[config.mk]
export PLATFORM = sky130hd
export DESIGN_NAME = fiap_top
export DESIGN_NICKNAME = d
export VERILOG_FILES = /design/src/design/fiap_wbuf_unused_placeholder.sv /design/src/design/fiap_pkg.sv /design/src/design/fiap_timer.sv /design/src/design/fiap_wbuf.sv /design/src/design/fiap_top.sv
export VERILOG_INCLUDE_DIRS = /design/src /design/src/design
export SDC_FILE = /design/constraint.sdc
export NUM_CORES = 1
export LEC_CHECK = 0
export BUFFER_PORTS_ARGS = -buffer_cell sky130_fd_sc_hd__buf_2
export CAP_MARGIN = 15
export CORE_MARGIN = 1
export CORE_UTILIZATION = 45
export CTS_BUF_LIST = sky130_fd_sc_hd__clkbuf_16
export DETAILED_ROUTE_END_ITERATION = 8
export PLACE_DENSITY = 0.59
export SKIP_LAST_GASP = 1
export SLEW_MARGIN = 15
export SYNTH_ARGS = -nofsm -noshare
export SYNTH_HDL_FRONTEND = slang
export SYNTH_SLANG_ARGS = --single-unit
[constraint.sdc]
create_clock -name clk -period 5.4 [get_ports clk]
set_input_delay 0.54 -clock clk [delete_from_list [all_inputs] [get_ports clk]]
set_output_delay 0.54 -clock clk [all_outputs]
set_load 0.02 [all_outputs]
[src/design/fiap_defines.svh]
// Constants for the flash programming sequencer: offsets, fields, reset values, timing.
`ifndef FIAP_DEFINES_SVH
`define FIAP_DEFINES_SVH

// Register offsets.
`define FIAP_OFS_CTRL0 8'h00
`define FIAP_OFS_CTRL1 8'h01
`define FIAP_OFS_ADDR_LOW 8'h02
`define FIAP_OFS_ADDR_HIGH 8'h03
`define FIAP_OFS_PD_LOW 8'h04
`define FIAP_OFS_PD_HIGH 8'h05
`define FIAP_OFS_KEY1_LOW 8'h06
`define FIAP_OFS_KEY1_HIGH 8'h07
`define FIAP_OFS_KEY2_LOW 8'h08
`define FIAP_OFS_KEY2_HIGH 8'h09
`define FIAP_OFS_KEY3_LOW 8'h0A
`define FIAP_OFS_KEY3_HIGH 8'h0B

// Control register 0 fields.
`define FIAP_C0_MODE_HI 6
`define FIAP_C0_MODE_LO 4
`define FIAP_C0_PROTECT 3
`define FIAP_C0_ENABLED 2
`define FIAP_C0_READ_EN 1
// Control register 1 fields.
`define FIAP_C1_OP_TRIG 0
`define FIAP_C1_RD_TRIG 1
`define FIAP_C1_CLR_BUF 2

// Mode codes.
`define FIAP_MODE_PROG 3'h0
`define FIAP_MODE_ERASE 3'h1
`define FIAP_MODE_READ 3'h3
`define FIAP_MODE_UNLOCK 3'h6

// Unlock key bytes, key registers 1 low to 3 high.
`define FIAP_KEY1_LOW 8'h00
`define FIAP_KEY1_HIGH 8'h04
`define FIAP_KEY2_LOW 8'h0D
`define FIAP_KEY2_HIGH 8'h09
`define FIAP_KEY3_LOW 8'hC3
`define FIAP_KEY3_HIGH 8'h40

// Reset values.
`define FIAP_RST_BYTE 8'h00
`define FIAP_RST_WORD 16'h0000

// Timing.
`define FIAP_CLK_HZ 25000000
`define FIAP_OP_TIME_NS 2200000
`define FIAP_OP_CYCLES ((`FIAP_OP_TIME_NS / 1000) * (`FIAP_CLK_HZ / 1000000))
`define FIAP_READ_CYCLES 3
`define FIAP_UNLOCK_CYCLES 1024

`endif

[src/design/fiap_wbuf_unused_placeholder.sv]
// Intentionally empty file slot; holds no design.
`default_nettype none
`default_nettype wire

[src/design/fiap_pkg.sv]
// Types shared by the flash programming sequencer.
`default_nettype none
package fiap_pkg;

    // Sequencer states.
    typedef enum logic [2:0] {
        FIAP_IDLE,
        FIAP_ERASE,
        FIAP_PROG,
        FIAP_WAIT,
        FIAP_READ
    } fiap_state_e;

    // Command bundle toward the flash array.
    typedef struct packed {
        logic erase;
        logic prog;
        logic rd;
        logic [12:0] addr;
        logic [15:0] wdata;
    } fiap_flash_req_s;

    // Software register port request.
    typedef struct packed {
        logic wr;
        logic rd;
        logic [7:0] addr;
        logic [7:0] wdata;
    } fiap_reg_req_s;

endpackage
`default_nettype wire

[src/design/fiap_timer.sv]
// Down counter that times an operation and pulses when it expires.
`default_nettype none
module fiap_timer #(
    parameter int W = 17
) (
    // Clock and reset.
    input wire logic clk,
    input wire logic arst_n,
    // Control.
    input wire logic load,
    input wire logic [W-1:0] load_val,
    // Status.
    output logic busy,
    output logic done
);
    logic [W-1:0] cnt_r;

    initial begin
        if (W < 2) $error("fiap_timer: width too small");
    end

    // Count down from the loaded value to zero.
    always_ff @(posedge clk or negedge arst_n) begin
        if (!arst_n) begin
            cnt_r <= '0;
        end else if (load) begin
            cnt_r <= load_val;
        end else if (cnt_r != '0) begin
            cnt_r <= cnt_r - 1'b1;
        end
    end

    // Done marks the last counted cycle.
    assign busy = (cnt_r != '0);
    assign done = (cnt_r == {{(W-1){1'b0}}, 1'b1}) && !load;
endmodule
`default_nettype wire

[src/design/fiap_wbuf.sv]
// Page write buffer: one word and one valid bit per entry.
`default_nettype none
module fiap_wbuf #(
    parameter int DEPTH = 32,
    parameter int W = 16
) (
    // Clock and reset.
    input wire logic clk,
    input wire logic arst_n,
    // Load side.
    input wire logic wr_en,
    input wire logic [$clog2(DEPTH)-1:0] wr_idx,
    input wire logic [W-1:0] wr_data,
    input wire logic clr,
    // Drain side.
    input wire logic [$clog2(DEPTH)-1:0] rd_idx,
    output logic [W-1:0] rd_data,
    output logic rd_valid
);
    logic [W-1:0] mem_r [DEPTH];
    logic [DEPTH-1:0] valid_r;

    initial begin
        if (DEPTH != 32) $error("fiap_wbuf: page holds 32 words");
    end

    // One entry per page word; a clear empties every entry.
    for (genvar i = 0; i < DEPTH; i++) begin : g_ent
        always_ff @(posedge clk or negedge arst_n) begin
            if (!arst_n) begin
                mem_r[i] <= '0;
                valid_r[i] <= 1'b0;
            end else if (clr) begin
                valid_r[i] <= 1'b0;
            end else if (wr_en && wr_idx == i) begin
                mem_r[i] <= wr_data;
                valid_r[i] <= 1'b1;
            end
        end
    end

    assign rd_data = mem_r[rd_idx];
    assign rd_valid = valid_r[rd_idx];
endmodule
`default_nettype wire

[src/design/fiap_top.sv]
// Flash programming sequencer: registers, unlock, erase, page program and read.
`default_nettype none
`include "fiap_defines.svh"
module fiap_top #(
    parameter int OP_CYCLES = `FIAP_OP_CYCLES,
    parameter int UNLOCK_CYCLES = `FIAP_UNLOCK_CYCLES,
    parameter int PAGE_WORDS = 32
) (
    // Clock and reset.
    input wire logic clk,
    input wire logic arst_n,
    // Register port.
    input wire fiap_pkg::fiap_reg_req_s reg_req,
    output logic [7:0] reg_rdata,
    // Flash array.
    output fiap_pkg::fiap_flash_req_s flash_req,
    input wire logic [15:0] flash_rdata,
    // CPU hold.
    output logic cpu_stall
);
    import fiap_pkg::*;
    // This block only commands the array.

    // Timer and page index widths.
    localparam int TW = 17;
    localparam int IW = $clog2(PAGE_WORDS);

    // Refuse values the counters cannot serve.
    initial begin
        if (PAGE_WORDS != 32) $error("fiap_top: page must be 32 words");
        if (OP_CYCLES < PAGE_WORDS + 2) $error("fiap_top: op time too short");
        if (OP_CYCLES >= (1 << TW)) $error("fiap_top: op time too long");
        if (UNLOCK_CYCLES < 2) $error("fiap_top: unlock window too short");
        if (UNLOCK_CYCLES >= (1 << TW)) $error("fiap_top: unlock window too long");
    end

    // Registers.
    fiap_state_e state_r;
    logic [2:0] mode_r;
    logic protect_r;
    logic enabled_r;
    logic read_en_r;
    logic op_trig_r;
    logic rd_trig_r;
    logic [12:0] addr_r;
    logic [7:0] pd_low_r;
    logic [7:0] pd_high_r;
    logic [7:0] key_r [6];
    logic [IW-1:0] idx_r;
    logic [7:0] reg_rdata_r;
    fiap_flash_req_s flash_req_r;

    // Decoded accesses.
    logic wr;
    logic idle;
    logic wr_c0;
    logic wr_c1;
    logic wr_pd_high;
    logic key_ok;
    logic launch_erase;
    logic launch_prog;
    logic launch_read;
    logic clr_buf;

    // Timers and buffer.
    logic op_load;
    logic [TW-1:0] op_load_val;
    logic op_done;
    logic unl_load;
    logic unl_busy;
    logic [15:0] buf_data;
    logic buf_valid;

    // Strobes last one cycle.
    assign wr = reg_req.wr;
    assign idle = (state_r == FIAP_IDLE);
    assign wr_c0 = wr && reg_req.addr == `FIAP_OFS_CTRL0;
    assign wr_c1 = wr && reg_req.addr == `FIAP_OFS_CTRL1;
    assign wr_pd_high = wr && reg_req.addr == `FIAP_OFS_PD_HIGH;

    // Launch decode; erase and program need the unlocked flag.
    assign launch_erase = wr_c1 && idle && reg_req.wdata[`FIAP_C1_OP_TRIG]
        && enabled_r && mode_r == `FIAP_MODE_ERASE;
    assign launch_prog = wr_c1 && idle && reg_req.wdata[`FIAP_C1_OP_TRIG]
        && enabled_r && mode_r == `FIAP_MODE_PROG;
    assign launch_read = wr_c1 && idle && reg_req.wdata[`FIAP_C1_RD_TRIG]
        && read_en_r && mode_r == `FIAP_MODE_READ;
    // A clear is dropped while busy.
    assign clr_buf = wr_c1 && reg_req.wdata[`FIAP_C1_CLR_BUF];

    // Any running operation holds the CPU.
    // It rises the cycle after a launch.
    assign cpu_stall = !idle;

    // Operation timer: full operation time, or the short read time.
    // A read reuses it with a short count.
    assign op_load = launch_erase || launch_prog || launch_read;
    assign op_load_val = launch_read ? TW'(`FIAP_READ_CYCLES) : TW'(OP_CYCLES);

    fiap_timer #(.W(TW)) u_op_timer (
        .clk(clk),
        .arst_n(arst_n),
        .load(op_load),
        .load_val(op_load_val),
        .busy(),
        .done(op_done)
    );

    // Unlock window timer, started with the protect bit in unlock mode.
    // A new protect write restarts it.
    assign unl_load = wr_c0 && reg_req.wdata[`FIAP_C0_PROTECT]
        && reg_req.wdata[`FIAP_C0_MODE_HI:`FIAP_C0_MODE_LO] == `FIAP_MODE_UNLOCK;

    fiap_timer #(.W(TW)) u_unl_timer (
        .clk(clk),
        .arst_n(arst_n),
        .load(unl_load),
        .load_val(TW'(UNLOCK_CYCLES)),
        .busy(unl_busy),
        .done()
    );

    // Page write buffer indexed by the word bits of the address.
    // Loads are dropped while busy, so the drain is stable.
    fiap_wbuf #(.DEPTH(PAGE_WORDS), .W(16)) u_wbuf (
        .clk(clk),
        .arst_n(arst_n),
        .wr_en(wr_pd_high && idle),
        .wr_idx(addr_r[IW-1:0]),
        .wr_data({reg_req.wdata, pd_low_r}),
        .clr(clr_buf && idle),
        .rd_idx(idx_r),
        .rd_data(buf_data),
        .rd_valid(buf_valid)
    );

    // Mode and read enable fields of control register 0.
    // Software may only clear the enabled bit.
    always_ff @(posedge clk or negedge arst_n) begin
        if (!arst_n) begin
            mode_r <= 3'h0;
            read_en_r <= 1'b0;
        end else if (wr_c0) begin
            mode_r <= reg_req.wdata[`FIAP_C0_MODE_HI:`FIAP_C0_MODE_LO];
            read_en_r <= reg_req.wdata[`FIAP_C0_READ_EN];
        end
    end

    // Protect bit follows the unlock window and drops when it expires.
    // It drops whatever key was written.
    always_ff @(posedge clk or negedge arst_n) begin
        if (!arst_n) begin
            protect_r <= 1'b0;
        end else if (unl_load) begin
            protect_r <= 1'b1;
        end else if (!unl_busy) begin
            protect_r <= 1'b0;
        end
    end

    // Key compare against the six key registers.
    // Keys may land before or in the window.
    assign key_ok = key_r[0] == `FIAP_KEY1_LOW && key_r[1] == `FIAP_KEY1_HIGH
        && key_r[2] == `FIAP_KEY2_LOW && key_r[3] == `FIAP_KEY2_HIGH
        && key_r[4] == `FIAP_KEY3_LOW && key_r[5] == `FIAP_KEY3_HIGH;

    // Enabled flag: set by a correct key in the window, cleared by software.
    // Set wins over a clear in one cycle.
    always_ff @(posedge clk or negedge arst_n) begin
        if (!arst_n) begin
            enabled_r <= 1'b0;
        end else if (protect_r && key_ok && mode_r == `FIAP_MODE_UNLOCK) begin
            enabled_r <= 1'b1;
        end else if (wr_c0 && !reg_req.wdata[`FIAP_C0_ENABLED]) begin
            enabled_r <= 1'b0;
        end
    end

    // Key registers, one per byte.
    // Each holds its byte until overwritten.
    for (genvar k = 0; k < 6; k++) begin : g_key
        always_ff @(posedge clk or negedge arst_n) begin
            if (!arst_n) begin
                key_r[k] <= `FIAP_RST_BYTE;
            end else if (wr && reg_req.addr == `FIAP_OFS_KEY1_LOW + 8'(k)) begin
                key_r[k] <= reg_req.wdata;
            end
        end
    end

    // Address pair; a high data byte advances it, saturating at page end.
    // Software writes beat the increment.
    always_ff @(posedge clk or negedge arst_n) begin
        if (!arst_n) begin
            addr_r <= 13'h0000;
        end else if (wr && reg_req.addr == `FIAP_OFS_ADDR_LOW) begin
            addr_r[7:0] <= reg_req.wdata;
        end else if (wr && reg_req.addr == `FIAP_OFS_ADDR_HIGH) begin
            addr_r[12:8] <= reg_req.wdata[4:0];
        end else if (wr_pd_high && idle && addr_r[IW-1:0] != IW'(PAGE_WORDS - 1)) begin
            addr_r[IW-1:0] <= addr_r[IW-1:0] + 1'b1;
        end
    end

    // Primary data pair: written by software, filled by a read.
    // A finished read beats software writes.
    always_ff @(posedge clk or negedge arst_n) begin
        if (!arst_n) begin
            pd_low_r <= `FIAP_RST_BYTE;
            pd_high_r <= `FIAP_RST_BYTE;
        end else if (state_r == FIAP_READ && op_done) begin
            pd_low_r <= flash_rdata[7:0];
            pd_high_r <= flash_rdata[15:8];
        end else if (wr && reg_req.addr == `FIAP_OFS_PD_LOW) begin
            pd_low_r <= reg_req.wdata;
        end else if (wr_pd_high) begin
            pd_high_r <= reg_req.wdata;
        end
    end

    // Erase and program trigger bit, cleared when the operation ends.
    // A launch needs idle; it never meets the end.
    always_ff @(posedge clk or negedge arst_n) begin
        if (!arst_n) begin
            op_trig_r <= 1'b0;
        end else if (launch_erase || launch_prog) begin
            op_trig_r <= 1'b1;
        end else if (state_r == FIAP_WAIT && op_done) begin
            op_trig_r <= 1'b0;
        end
    end

    // Read trigger bit, cleared once the word has landed.
    // It falls once the word is valid.
    always_ff @(posedge clk or negedge arst_n) begin
        if (!arst_n) begin
            rd_trig_r <= 1'b0;
        end else if (launch_read) begin
            rd_trig_r <= 1'b1;
        end else if (state_r == FIAP_READ && op_done) begin
            rd_trig_r <= 1'b0;
        end
    end

    // Sequencer.
    // Empty entries send no strobe.
    always_ff @(posedge clk or negedge arst_n) begin
        if (!arst_n) begin
            state_r <= FIAP_IDLE;
            idx_r <= '0;
        end else begin
            unique case (state_r)
                FIAP_IDLE: begin
                    idx_r <= '0;
                    if (launch_erase) begin
                        state_r <= FIAP_ERASE;
                    end else if (launch_prog) begin
                        state_r <= FIAP_PROG;
                    end else if (launch_read) begin
                        state_r <= FIAP_READ;
                    end
                end
                FIAP_ERASE: begin
                    // One cycle to send the erase strobe.
                    state_r <= FIAP_WAIT;
                end
                FIAP_PROG: begin
                    idx_r <= idx_r + 1'b1;
                    if (idx_r == IW'(PAGE_WORDS - 1)) begin
                        state_r <= FIAP_WAIT;
                    end
                end
                FIAP_WAIT: begin
                    if (op_done) begin
                        state_r <= FIAP_IDLE;
                    end
                end
                FIAP_READ: begin
                    if (op_done) begin
                        state_r <= FIAP_IDLE;
                    end
                end
                default: begin
                    state_r <= FIAP_IDLE;
                end
            endcase
        end
    end

    // Flash commands: one erase pulse, one word per cycle, read held.
    always_ff @(posedge clk or negedge arst_n) begin
        if (!arst_n) begin
            flash_req_r <= '0;
        end else begin
            flash_req_r.erase <= (state_r == FIAP_ERASE);
            flash_req_r.prog <= (state_r == FIAP_PROG) && buf_valid;
            // The strobe spans the stalled cycles.
            flash_req_r.rd <= launch_read || (state_r == FIAP_READ && !op_done);
            if (state_r == FIAP_PROG) begin
                flash_req_r.addr <= {addr_r[12:IW], idx_r};
            end else if (state_r == FIAP_ERASE) begin
                // Erase targets the page base.
                flash_req_r.addr <= {addr_r[12:IW], IW'(0)};
            end else begin
                flash_req_r.addr <= addr_r;
            end
            flash_req_r.wdata <= buf_data;
        end
    end

    // Commands leave from flip-flops.
    assign flash_req = flash_req_r;

    // Read data, one cycle after the read strobe; unmapped reads zero.
    // Reads have no side effects.
    always_ff @(posedge clk or negedge arst_n) begin
        if (!arst_n) begin
            reg_rdata_r <= `FIAP_RST_BYTE;
        end else if (reg_req.rd) begin
            unique case (reg_req.addr)
                `FIAP_OFS_CTRL0: reg_rdata_r <= {1'b0, mode_r, protect_r,
                    enabled_r, read_en_r, 1'b0};
                `FIAP_OFS_CTRL1: reg_rdata_r <= {6'h00, rd_trig_r, op_trig_r};
                `FIAP_OFS_ADDR_LOW: reg_rdata_r <= addr_r[7:0];
                `FIAP_OFS_ADDR_HIGH: reg_rdata_r <= {3'h0, addr_r[12:8]};
                `FIAP_OFS_PD_LOW: reg_rdata_r <= pd_low_r;
                `FIAP_OFS_PD_HIGH: reg_rdata_r <= pd_high_r;
                `FIAP_OFS_KEY1_LOW: reg_rdata_r <= key_r[0];
                `FIAP_OFS_KEY1_HIGH: reg_rdata_r <= key_r[1];
                `FIAP_OFS_KEY2_LOW: reg_rdata_r <= key_r[2];
                `FIAP_OFS_KEY2_HIGH: reg_rdata_r <= key_r[3];
                `FIAP_OFS_KEY3_LOW: reg_rdata_r <= key_r[4];
                `FIAP_OFS_KEY3_HIGH: reg_rdata_r <= key_r[5];
                default: reg_rdata_r <= 8'h00;
            endcase
        end else begin
            reg_rdata_r <= 8'h00;
        end
    end

    // Read data leave from a flip-flop.
    assign reg_rdata = reg_rdata_r;
endmodule
`default_nettype wire

; Word-level counts from Yosys, hierarchy flattened
; Index checks and enable logic that the tools add are counted.
[totals]
output_inout_bits = 41
ramBits = 0
romBits = 0
wordCells = 428
in_bits = 36
latch_bits = 0
reg_bits = 711
memories = 0
[classes]
div = 0
reduce_logical = 163
mux = 101
eq_ne = 64
bitwise = 3
shift = 0
n_addsub = 4
magnitude_cmp = 2
mul = 0
[op_table]
columns = cell, count
row1 = 8-bit one-hot mux with 12 select lines, 1
row2 = 5-bit == test (second input constant), 17
row3 = 2-bit nonzero test, 41
row4 = 16-bit binary-select mux with 5-bit select, 1
row5 = 1-bit 2-to-1 mux, 73
row6 = 1-bit logical AND, 71
row7 = 2-bit AND reduction, 35
row8 = 17-bit 2-to-1 mux, 4
row9 = 8-bit by 4-bit == test with 1-bit output (second input constant), 6
row10 = 16-bit 2-to-1 mux, 3
row11 = 8-bit 2-to-1 mux, 6
row12 = 5-bit by 4-bit == test with 1-bit output (second input constant), 8
row13 = 8-bit by 3-bit == test with 1-bit output (second input constant), 5
row14 = 17-bit nonzero test, 2
row15 = 17-bit by 1-bit subtractor with 17-bit output (second input constant), 2
row16 = 5-bit 2-to-1 mux, 5
row17 = 5-bit by 3-bit == test with 1-bit output (second input constant), 4
row18 = 17-bit by 1-bit == test with 1-bit output (second input constant), 1
row19 = 8-bit by 2-bit == test with 1-bit output (second input constant), 2
row20 = 8-bit zero test, 2
row21 = 3-bit 2-to-1 mux, 5
row22 = 3-bit one-hot mux with 4 select lines, 1
row23 = 5-bit by 1-bit adder with 5-bit output (second input constant), 2
row24 = 5-bit by 2-bit == test with 1-bit output (second input constant), 2
row25 = other kinds (23), 38

; Logic depth before layout (Yosys ltp)
; Gate-level depths: netlist of run 1.
[logic_depth]
word_depth = 13
ltp_mapped = 9
ltp_nobuf = 7

; Cells and area by module
; Synthesis of run 1 repeated with hierarchy kept, for this count alone.
[hier_totals]
cells_unflattened = 2616
hier_area_um2 = 33352.0
[by_module_without_submodules]
columns = mod, instances, area_each_um2, cells_each, seq_area_each_um2
row1 = fiap_wbuf, 1, 25042.8, 1854, 13613.1
row2 = fiap_top, 1, 6262.3, 538, 3328.2
row3 = fiap_timer, 2, 1023.5, 112, 425.4

; Least setup slack after synthesis of run 1
; Ideal clock, no wire load.
[synth_timing]
path_type = in2reg
startpoint = input reg_req[13] (netlist bit)
endpoint = register u_wbuf.mem_r[75] (netlist bit)
stages = 8
t_required_ns = 5.272
arrival_time_ns = 2.573
setup_ns = 0.128
path_buffers = 3
path_slack_ns = 2.699
cell_sequence = or4_1 buf_2 nor4b_4 nand2_2 and3_1 buf_6 buf_6 mux2_1
[synth_between]
elab_chain_cells = 6
word_cells_on_any_way = 10
cone_classes = eq/ne (2) / bitwise (1) / reduce/logical (7)
[synth_rtl]
columns = element, line_no
row1 = from (decl), fiap_top.sv:13  ; input wire fiap_pkg::fiap_reg_req_s reg_req,
row2 = 8-bit by 1-bit == test with 1-bit output, n/a
row3 = 1-bit logical AND (no source line), n/a
row4 = 1-bit logical AND, fiap_top.sv:89  ; assign clr_buf = wr_c1 && reg_req.wdata[`FIAP_C1_CLR_BUF];
row5 = 1-bit logical AND, fiap_top.sv:131  ; .clr(clr_buf && idle),
row6 = 1-bit inverter (no source line), n/a
row7 = 2-bit AND reduction (no source line) (*), n/a
row8 = "to (signal, indexed assignment)", fiap_wbuf.sv:36  ; mem_r[i] <= wr_data;
row9 = to (decl), fiap_wbuf.sv:20  ; logic [W-1:0] mem_r [DEPTH];
; Mark *: on every way between the ends. The rest lies on a longest branch, timed or not.
; A chain may end at the register's enable or synchronous reset.

; Worst setup path after layout of run 1
[layout_timing]
startpoint = register state_r[1]
endpoint = register u_wbuf.mem_r[133] (netlist bit)
[layout_between]
elab_chain_cells = 4
word_cells_on_any_way = 6
cone_classes = bitwise (1) / reduce/logical (5)
[layout_rtl]
columns = element, line_no
row1 = from (decl), fiap_top.sv:38  ; fiap_state_e state_r;
row2 = from (signal assigned), fiap_top.sv:249  ; state_r <= FIAP_IDLE;
row3 = from (signal assigned), fiap_top.sv:256  ; state_r <= FIAP_ERASE;
row4 = from (signal assigned), fiap_top.sv:258  ; state_r <= FIAP_PROG;
row5 = 3-bit zero test (*), fiap_top.sv:76  ; assign idle = (state_r == FIAP_IDLE);
row6 = 1-bit logical AND (on tied branches), "fiap_top.sv:128, fiap_top.sv:131"
row7 = 1-bit logical AND / 1-bit inverter (equally long branches), n/a
row8 = 2-bit AND reduction (no source line) (*), n/a
; Marks and branches as above.

==> impl_metrics.json, run 1 <==
{
  "antenna_left": 0,
  "maxCapViolCount": 0,
  "synthTopCellsByCount": "dfrtp_1 (711), mux2_2 (539), nand2_1 (196)",
  "finalSetupTns_ps": 0,
  "syn_nets": 2486,
  "synth_fa_ha_area_share_pct": 0.421,
  "clock_path_buffers": 3,
  "yosys.area_share.simple_pct": 6.54,
  "gr-total-overflow": 0,
  "finalSetupViolCount": 0,
  "synth_top_family_by_area": "multiplexers",
  "fin_area_sq_um": 36300,
  "cts_resized": 0,
  "synth_seq_cells": 711,
  "syn_to_final_growth_pct": 10.8,
  "ys_types": 68,
  "post-route-period-util_pct": 63.7,
  "antenna_found_initial": 3,
  "synth-async-reset-ratio_pct": 100,
  "cp-end-kind": "flop",
  "status": "completed",
  "track_usage_pct": 24.6,
  "synth_ff_type": "dfrtp_1",
  "io_pins": 77,
  "dieArea_sq_um": 73800,
  "cts_buffers": 76,
  "wl_mm": 88.6,
  "tritoncts": "done",
  "rsz0062_at_grt": "false",
  "via_per_inst": 5.99,
  "yosys_warnings": 0,
  "synthXorXnorAreaFrac_pct": 0.669,
  "peakVddDrop_uv": 208,
  "gp_congestion": 0.878,
  "port_buffers": 76,
  "yosysSeqAreaShare_pct": 54.4,
  "path_clk_slew_ps": 60,
  "synth_top_area_share_pct": 54.4,
  "hold_path.startpoint": "flash_rdata[5]",
  "reg2reg_from": "state_r[1]",
  "cts.sinks": 711,
  "syn_inst": 2439,
  "syn_area_sq_um": 32700,
  "synth.avg_cell_area_sq_um": 13.4,
  "die_y_microns": 272,
  "slew_headroom_pct": 28.2,
  "timing.final.hold_violations": 0,
  "rows": 98,
  "firstDrtPassIters": 5,
  "clk_latency_ps": 620,
  "arrival_ps": 3930,
  "post-route-min-period_ps": 3440,
  "synth_compound_area_share_pct": 5.61,
  "place_area_sq_um": 34000,
  "critPathLaunchType": "flop",
  "power.density_nw_per_um2": 295,
  "power_mw": 10.7,
  "drv_slew": 0,
  "coreArea_sq_um": 71700,
  "grt_pass1_wl_mm": 137,
  "drive_gt1_share_pct": 36.0,
  "num_vias": 20700,
  "netlist.top_cell.by_area": "dfrtp_1",
  "nFillCells": 6248,
  "nNetsFinal": 2495,
  "synth_edf_count": 0,
  "hold_path.class": "in2reg",
  "drt-wirelength-per-cell_microns": 25.6,
  "die_x_microns": 272,
  "dr.first_iter.drc_count": 1661,
  "start_util_pct": 45.6,
  "grt_pass1_vias": 21900,
  "finalClockSkew_ps": 18.1,
  "fmax_ghz": 0.291,
  "cp.required_ps": 5890,
  "synth_mux_area_share_pct": 29.6,
  "p_leak_nw": 17.4,
  "setup.worst_path.start": "state_r[1]",
  "synthTopCellsByArea": "dfrtp_1 (54%), mux2_2 (19%), mux4_2 (7.3%)",
  "cts-root-buf": "clkbuf_16",
  "post-route-drc-count": 0,
  "worstMarginPinSlew_ps": 1070,
  "grt_start_max_net_pins": 168,
  "crit_fanout": 19,
  "yosysMostFrequentCell": "dfrtp_1",
  "h-tree-depth": 3,
  "place_hpwl_mm": 53.5,
  "path_class": "reg2reg"
}
==> timing repair <==
action | CTS | global route
hold buffers | 1 | 0
setup buffers | 0 | 0
endpoints found under the setup margin | 0 | 0
hold endpoints to repair | 61 | 0
==> cell usage in the layout (no fill, tap or decap), drive strengths merged, types with 4 or more instances in the layout <==
cell type,instances
nor2,71
mux2i,113
nand4b,5
o2bb2ai,4
a21boi,4
nor4b,7
nand2b,9
nand4,18
a22o,13
clkinv,33
mux2,547
and3,7
mux4,106
a31oi,5
nand3,29
nand2,201
nor3,27
nor4,12
dfrtp,711
o221ai,50
o21ai,53
ha,11
or3,6
or4,4
nor2b,9
nand3b,8
xnor2,23
a211oi,7
clkbuf,79
buf,131
a2111oi,5
and4,4
a21oi,87
or2,4
inv,39
a21o,22
==> path summary, 6_finish.rpt <==
path,slack (ps),end,cells after the start
max,1960,u_wbuf.mem_r[133],5
min,130,pd_low_r[5],3
max reg2reg,1960,u_wbuf.mem_r[133],5
min reg2reg,400,flash_req[24],0
max in group asynchronous,3560,u_wbuf.mem_r[473],3
min in group asynchronous,480,u_op_timer.cnt_r[5],2
==> cell type report <==
| cell class | count | area [sq um] | area share, % |
|---|---|---|---|
| timing repair buffer | 132 | 913 | 2.52 |
| tap | 950 | 1190 | 3.28 |
| clock buffer | 79 | 1980 | 5.45 |
| multi-input combinational | 1507 | 14000 | 38.7 |
| inverter | 20 | 75.1 | 0.207 |
| clock inverter | 55 | 283 | 0.780 |
| antenna | 1 | 2.50 | 0.00690 |
| sequential | 711 | 17800 | 49.1 |
==> flip-flops by register name (all words and copies together), names as in the netlist <==
name and flops:
u_wbuf.mem_r 512, key_r 48, flash_req 32, u_wbuf.valid_r 32, u_op_timer.cnt_r 17, u_unl_timer.cnt_r 17, addr_r 13, pd_high_r 8
pd_low_r 8, reg_rdata 8, idx_r 5, mode_r 3, state_r 3, enabled_r 1, op_trig_r 1, protect_r 1
rd_trig_r 1, read_en_r 1
==> cell families after synthesis <==
family,Yosys count
and+or+nand+nor,428
DFF,711
muxes,766
AOI/OAI and AO/OA,277
buffers and inverters,221
adders and majority gates,11
xor gates and xnor gates,25
==> metrics by stage <==
stage | utilization, % | setup slack (ps) | hold WS, ps | cells
final | 50.5 | 1960 | 131 | 3455
after global routing | 50.5 | 1850 | 123 | 3454
after CTS | 50.5 | 2010 | 103 | 3454
after detailed placement | 47.4 | 1570 | 383 | 3319
after global placement | 47.4 | 1660 | 382 | 3319
after floorplan | - | 2700 | 244 | 2439
==> routing by layer <==
metal | routed length, microns | global-route usage [%]
met3 | 5320 | 5.42
met2 | 41800 | 39.0
met4 | 2310 | 7.08
met1 | 39200 | 33.9
met5 | 27 | 0
==> report_power, final <==
group	switching, mW	internal (mW)	total, mW	leakage [nW]
Combinational	0.287	0.103	0.390	6.52
Clock	2.12	2.72	4.84	1.18
Sequential	0.0618	5.39	5.45	9.73
Total	2.47	8.21	10.7	17.4
==> critical path, cell delays in order (launching register included) <==
cell	delay, ps
dfrtp_1	590
or3_1	520
or2_1	430
nor4_2	410
and3_1	930
mux2_2	420
No activity file was read; power rests on OpenSTA's default activity.
==> run 2: changes to the inputs <==
Clock period 5.4 ns to 3.4 ns, I/O delays scaled along.
==> run 2 against run 1 <==
Clock power grew 65%. Die area did not move. Total power rose by 62%. Count of clock-buffer cells in the layout increased by 1. Sequential cell count unchanged. Combinational power increased by 68%. Clock skew rose by 4.8 ps. Hold slack improved by 96 ps. Final cell count grew 2.2%. Via count increased by 1.7%. Sequential power up 59%. Largest power group unchanged. Highest routed layer is now met4.
==> impl_metrics.json, run 2 (synthesized netlist as in run 1, its figures left out) <==
{
  "finalSetupViolCount": 0,
  "reg2reg_from": "state_r[2]",
  "holdPathStages": 3,
  "finalSetupTns_ps": 0,
  "firstDrtPassIters": 8,
  "cts_resized": 0,
  "drive_gt1_share_pct": 37.4,
  "hold_end": "u_wbuf.mem_r[396]",
  "rows": 98,
  "fin_hold_ws_ps": 227,
  "maxCapViolCount": 0,
  "largestRegisters": "u_wbuf.mem_r (512), key_r (48)",
  "worst_path_max_delay_cell": "nor4_4",
  "hold_path.startpoint": "reg_req[4]",
  "largest_reg_flops": 512,
  "p_sw_mw": 4.00,
  "mostFrequentLayoutCell": "dfrtp_1",
  "coreArea_sq_um": 71700,
  "crit_fanout": 16,
  "gr-total-overflow": 0,
  "antenna_left": 0,
  "post-route-min-period_ps": 3050,
  "post-route-drc-count": 0,
  "slew_headroom_pct": 30.9,
  "power_frac_comb_pct": 3.8,
  "gp_congestion": 0.871,
  "place_hpwl_mm": 55.8,
  "antenna_found_initial": 1,
  "grt_start_max_net_pins": 91,
  "cp.required_ps": 3900,
  "cp-end-kind": "flop",
  "clockPowerShare_pct": 46.2,
  "switching_share_pct": 23.1,
  "drv_slew": 0,
  "nFillCells": 6094,
  "wl_mm": 89.0,
  "nNetsFinal": 2567,
  "dr.first_iter.drc_count": 1715,
  "intPower_mw": 13.3,
  "clock_path_buffers": 3,
  "worstMarginPinSlew_ps": 1040,
  "p_leak_nw": 17.8,
  "finalClockSkew_ps": 23.0,
  "rsz0062_at_grt": "false",
  "track_usage_pct": 24.7,
  "status": "completed",
  "cp_top_family": "simple AND/OR/NAND/NOR gates",
  "max_stage_delay_ps": 650,
  "cts.sinks": 711,
  "layout_common_cells": "dfrtp_1 (708), mux2_2 (539), nand2_1 (196), mux2i_1 (113), mux4_2 (106)",
  "path_class": "reg2reg",
  "r2r-end": "u_wbuf.mem_r[350]",
  "fmax_ghz": 0.327,
  "cts_setup_buffers": 0,
  "timing.final.hold_violations": 0,
  "p_seq_share_pct": 50.1,
  "cts_buffers": 77,
  "arrival_ps": 3560,
  "path_clk_slew_ps": 60,
  "power.density_nw_per_um2": 468,
  "cp_cell_sequence": "or3_1 > or2_1 > nor4_4 > nand2_2 > mux2_2",
  "num_vias": 21100,
  "via_per_inst": 5.96,
  "rr_worst_depth": 5,
  "start_util_pct": 45.6,
  "cts-root-buf": "clkbuf_16",
  "die_x_microns": 272,
  "h-tree-depth": 3,
  "grt_pass1_wl_mm": 138,
  "critPathLaunchType": "flop",
  "hold_path.class": "in2reg",
  "antenna_cells": 0,
  "rrSetupSlack_ps": 350,
  "syn_to_final_growth_pct": 13.1,
  "dieArea_sq_um": 73800,
  "io_pins": 77,
  "tritoncts": "done",
  "drt-wirelength-per-cell_microns": 25.2,
  "fin_util_pct": 51.6,
  "post-route-period-util_pct": 89.8,
  "port_buffers": 76,
  "grt_pass1_vias": 22100,
  "clk_latency_ps": 630,
  "die_y_microns": 272,
  "regArea_sq_um": 17800,
  "crit_buf_inv": 0,
  "peakVddDrop_uv": 368,
  "multi_input_area_sq_um": 14000,
  "top_register": "u_wbuf.mem_r"
}
run 2: cell types whose count changed in the layout (fill, tap and decap cells not counted), sizes merged:
cell / change
clkbuf: +1
inv: -1
dlygate4sd3: +16
diode: -1
bufinv: +2
clkinvlp: +3
buf: +55
run 2: per-layer routing:
metal  track usage [%]  routed length, microns  up-vias
li1                  -                       -     9090
met4              7.17                    2310        0
met3              4.01                    4540      136
met2              40.2                   42900      557
met5                 0                       0        -
met1              34.0                   39200    11300
run 2: worst register-to-register path, stage by stage (launching register included):
cell,delay (ps)
dfrtp_1,470
or3_1,470
or2_1,430
nor4_4,650
nand2_2,480
mux2_2,430
run 2: cell type report:
class,instances,share of cell area (%)
Clock buffer,80,5.41
Clock inverter,59,1.04
Inverter,20,0.203
Multi-Input combinational cell,1507,37.9
Sequential cell,711,48.1
Tap cell,950,3.21
Timing Repair Buffer,203,4.19
run 2: worst max-delay path by stage:
stage / slack [ps] / depth (start not counted) / endpoint / from
CTS: 370 / 5 / u_wbuf.mem_r[350] / state_r[2]
global route: 260 / 5 / u_wbuf.mem_r[334] / state_r[2]
global placement: 430 / 5 / u_wbuf.mem_r[333] / state_r[2]
finish: 350 / 5 / u_wbuf.mem_r[350] / state_r[2]
floorplan: 760 / 9 / u_wbuf.mem_r[72] / state_r[2]
detailed placement: 390 / 5 / u_wbuf.mem_r[350] / state_r[2]
run 2: power groups by stage:
stage                     Sequential [mW]  Combinational (mW)  Clock [mW]
after detailed placement             8.81               0.648           0
final                                8.66               0.654        7.99
after CTS                            8.66               0.666        8.17
after global placement               8.81               0.629           0
after floorplan                      8.78               0.277           0
after global routing                 8.67               0.723        8.51
run 2: metrics by stage:
step                      power [mW]  instances  setup WS [ps]  instance area [sq um]
final                           17.3       3530            346                  37000
after global routing            17.9       3530            257                  37000
after CTS                       17.5       3530            374                  37000
after detailed placement        9.46       3374            390                  34500
after global placement          9.44       3374            433                  34500
after floorplan                 9.06       2439            764                  32700
run 2: timing repair:
item	in CTS	in global routing
endpoints found under the hold margin	83	0
setup endpoints to repair	0	0
hold buffers	17	0
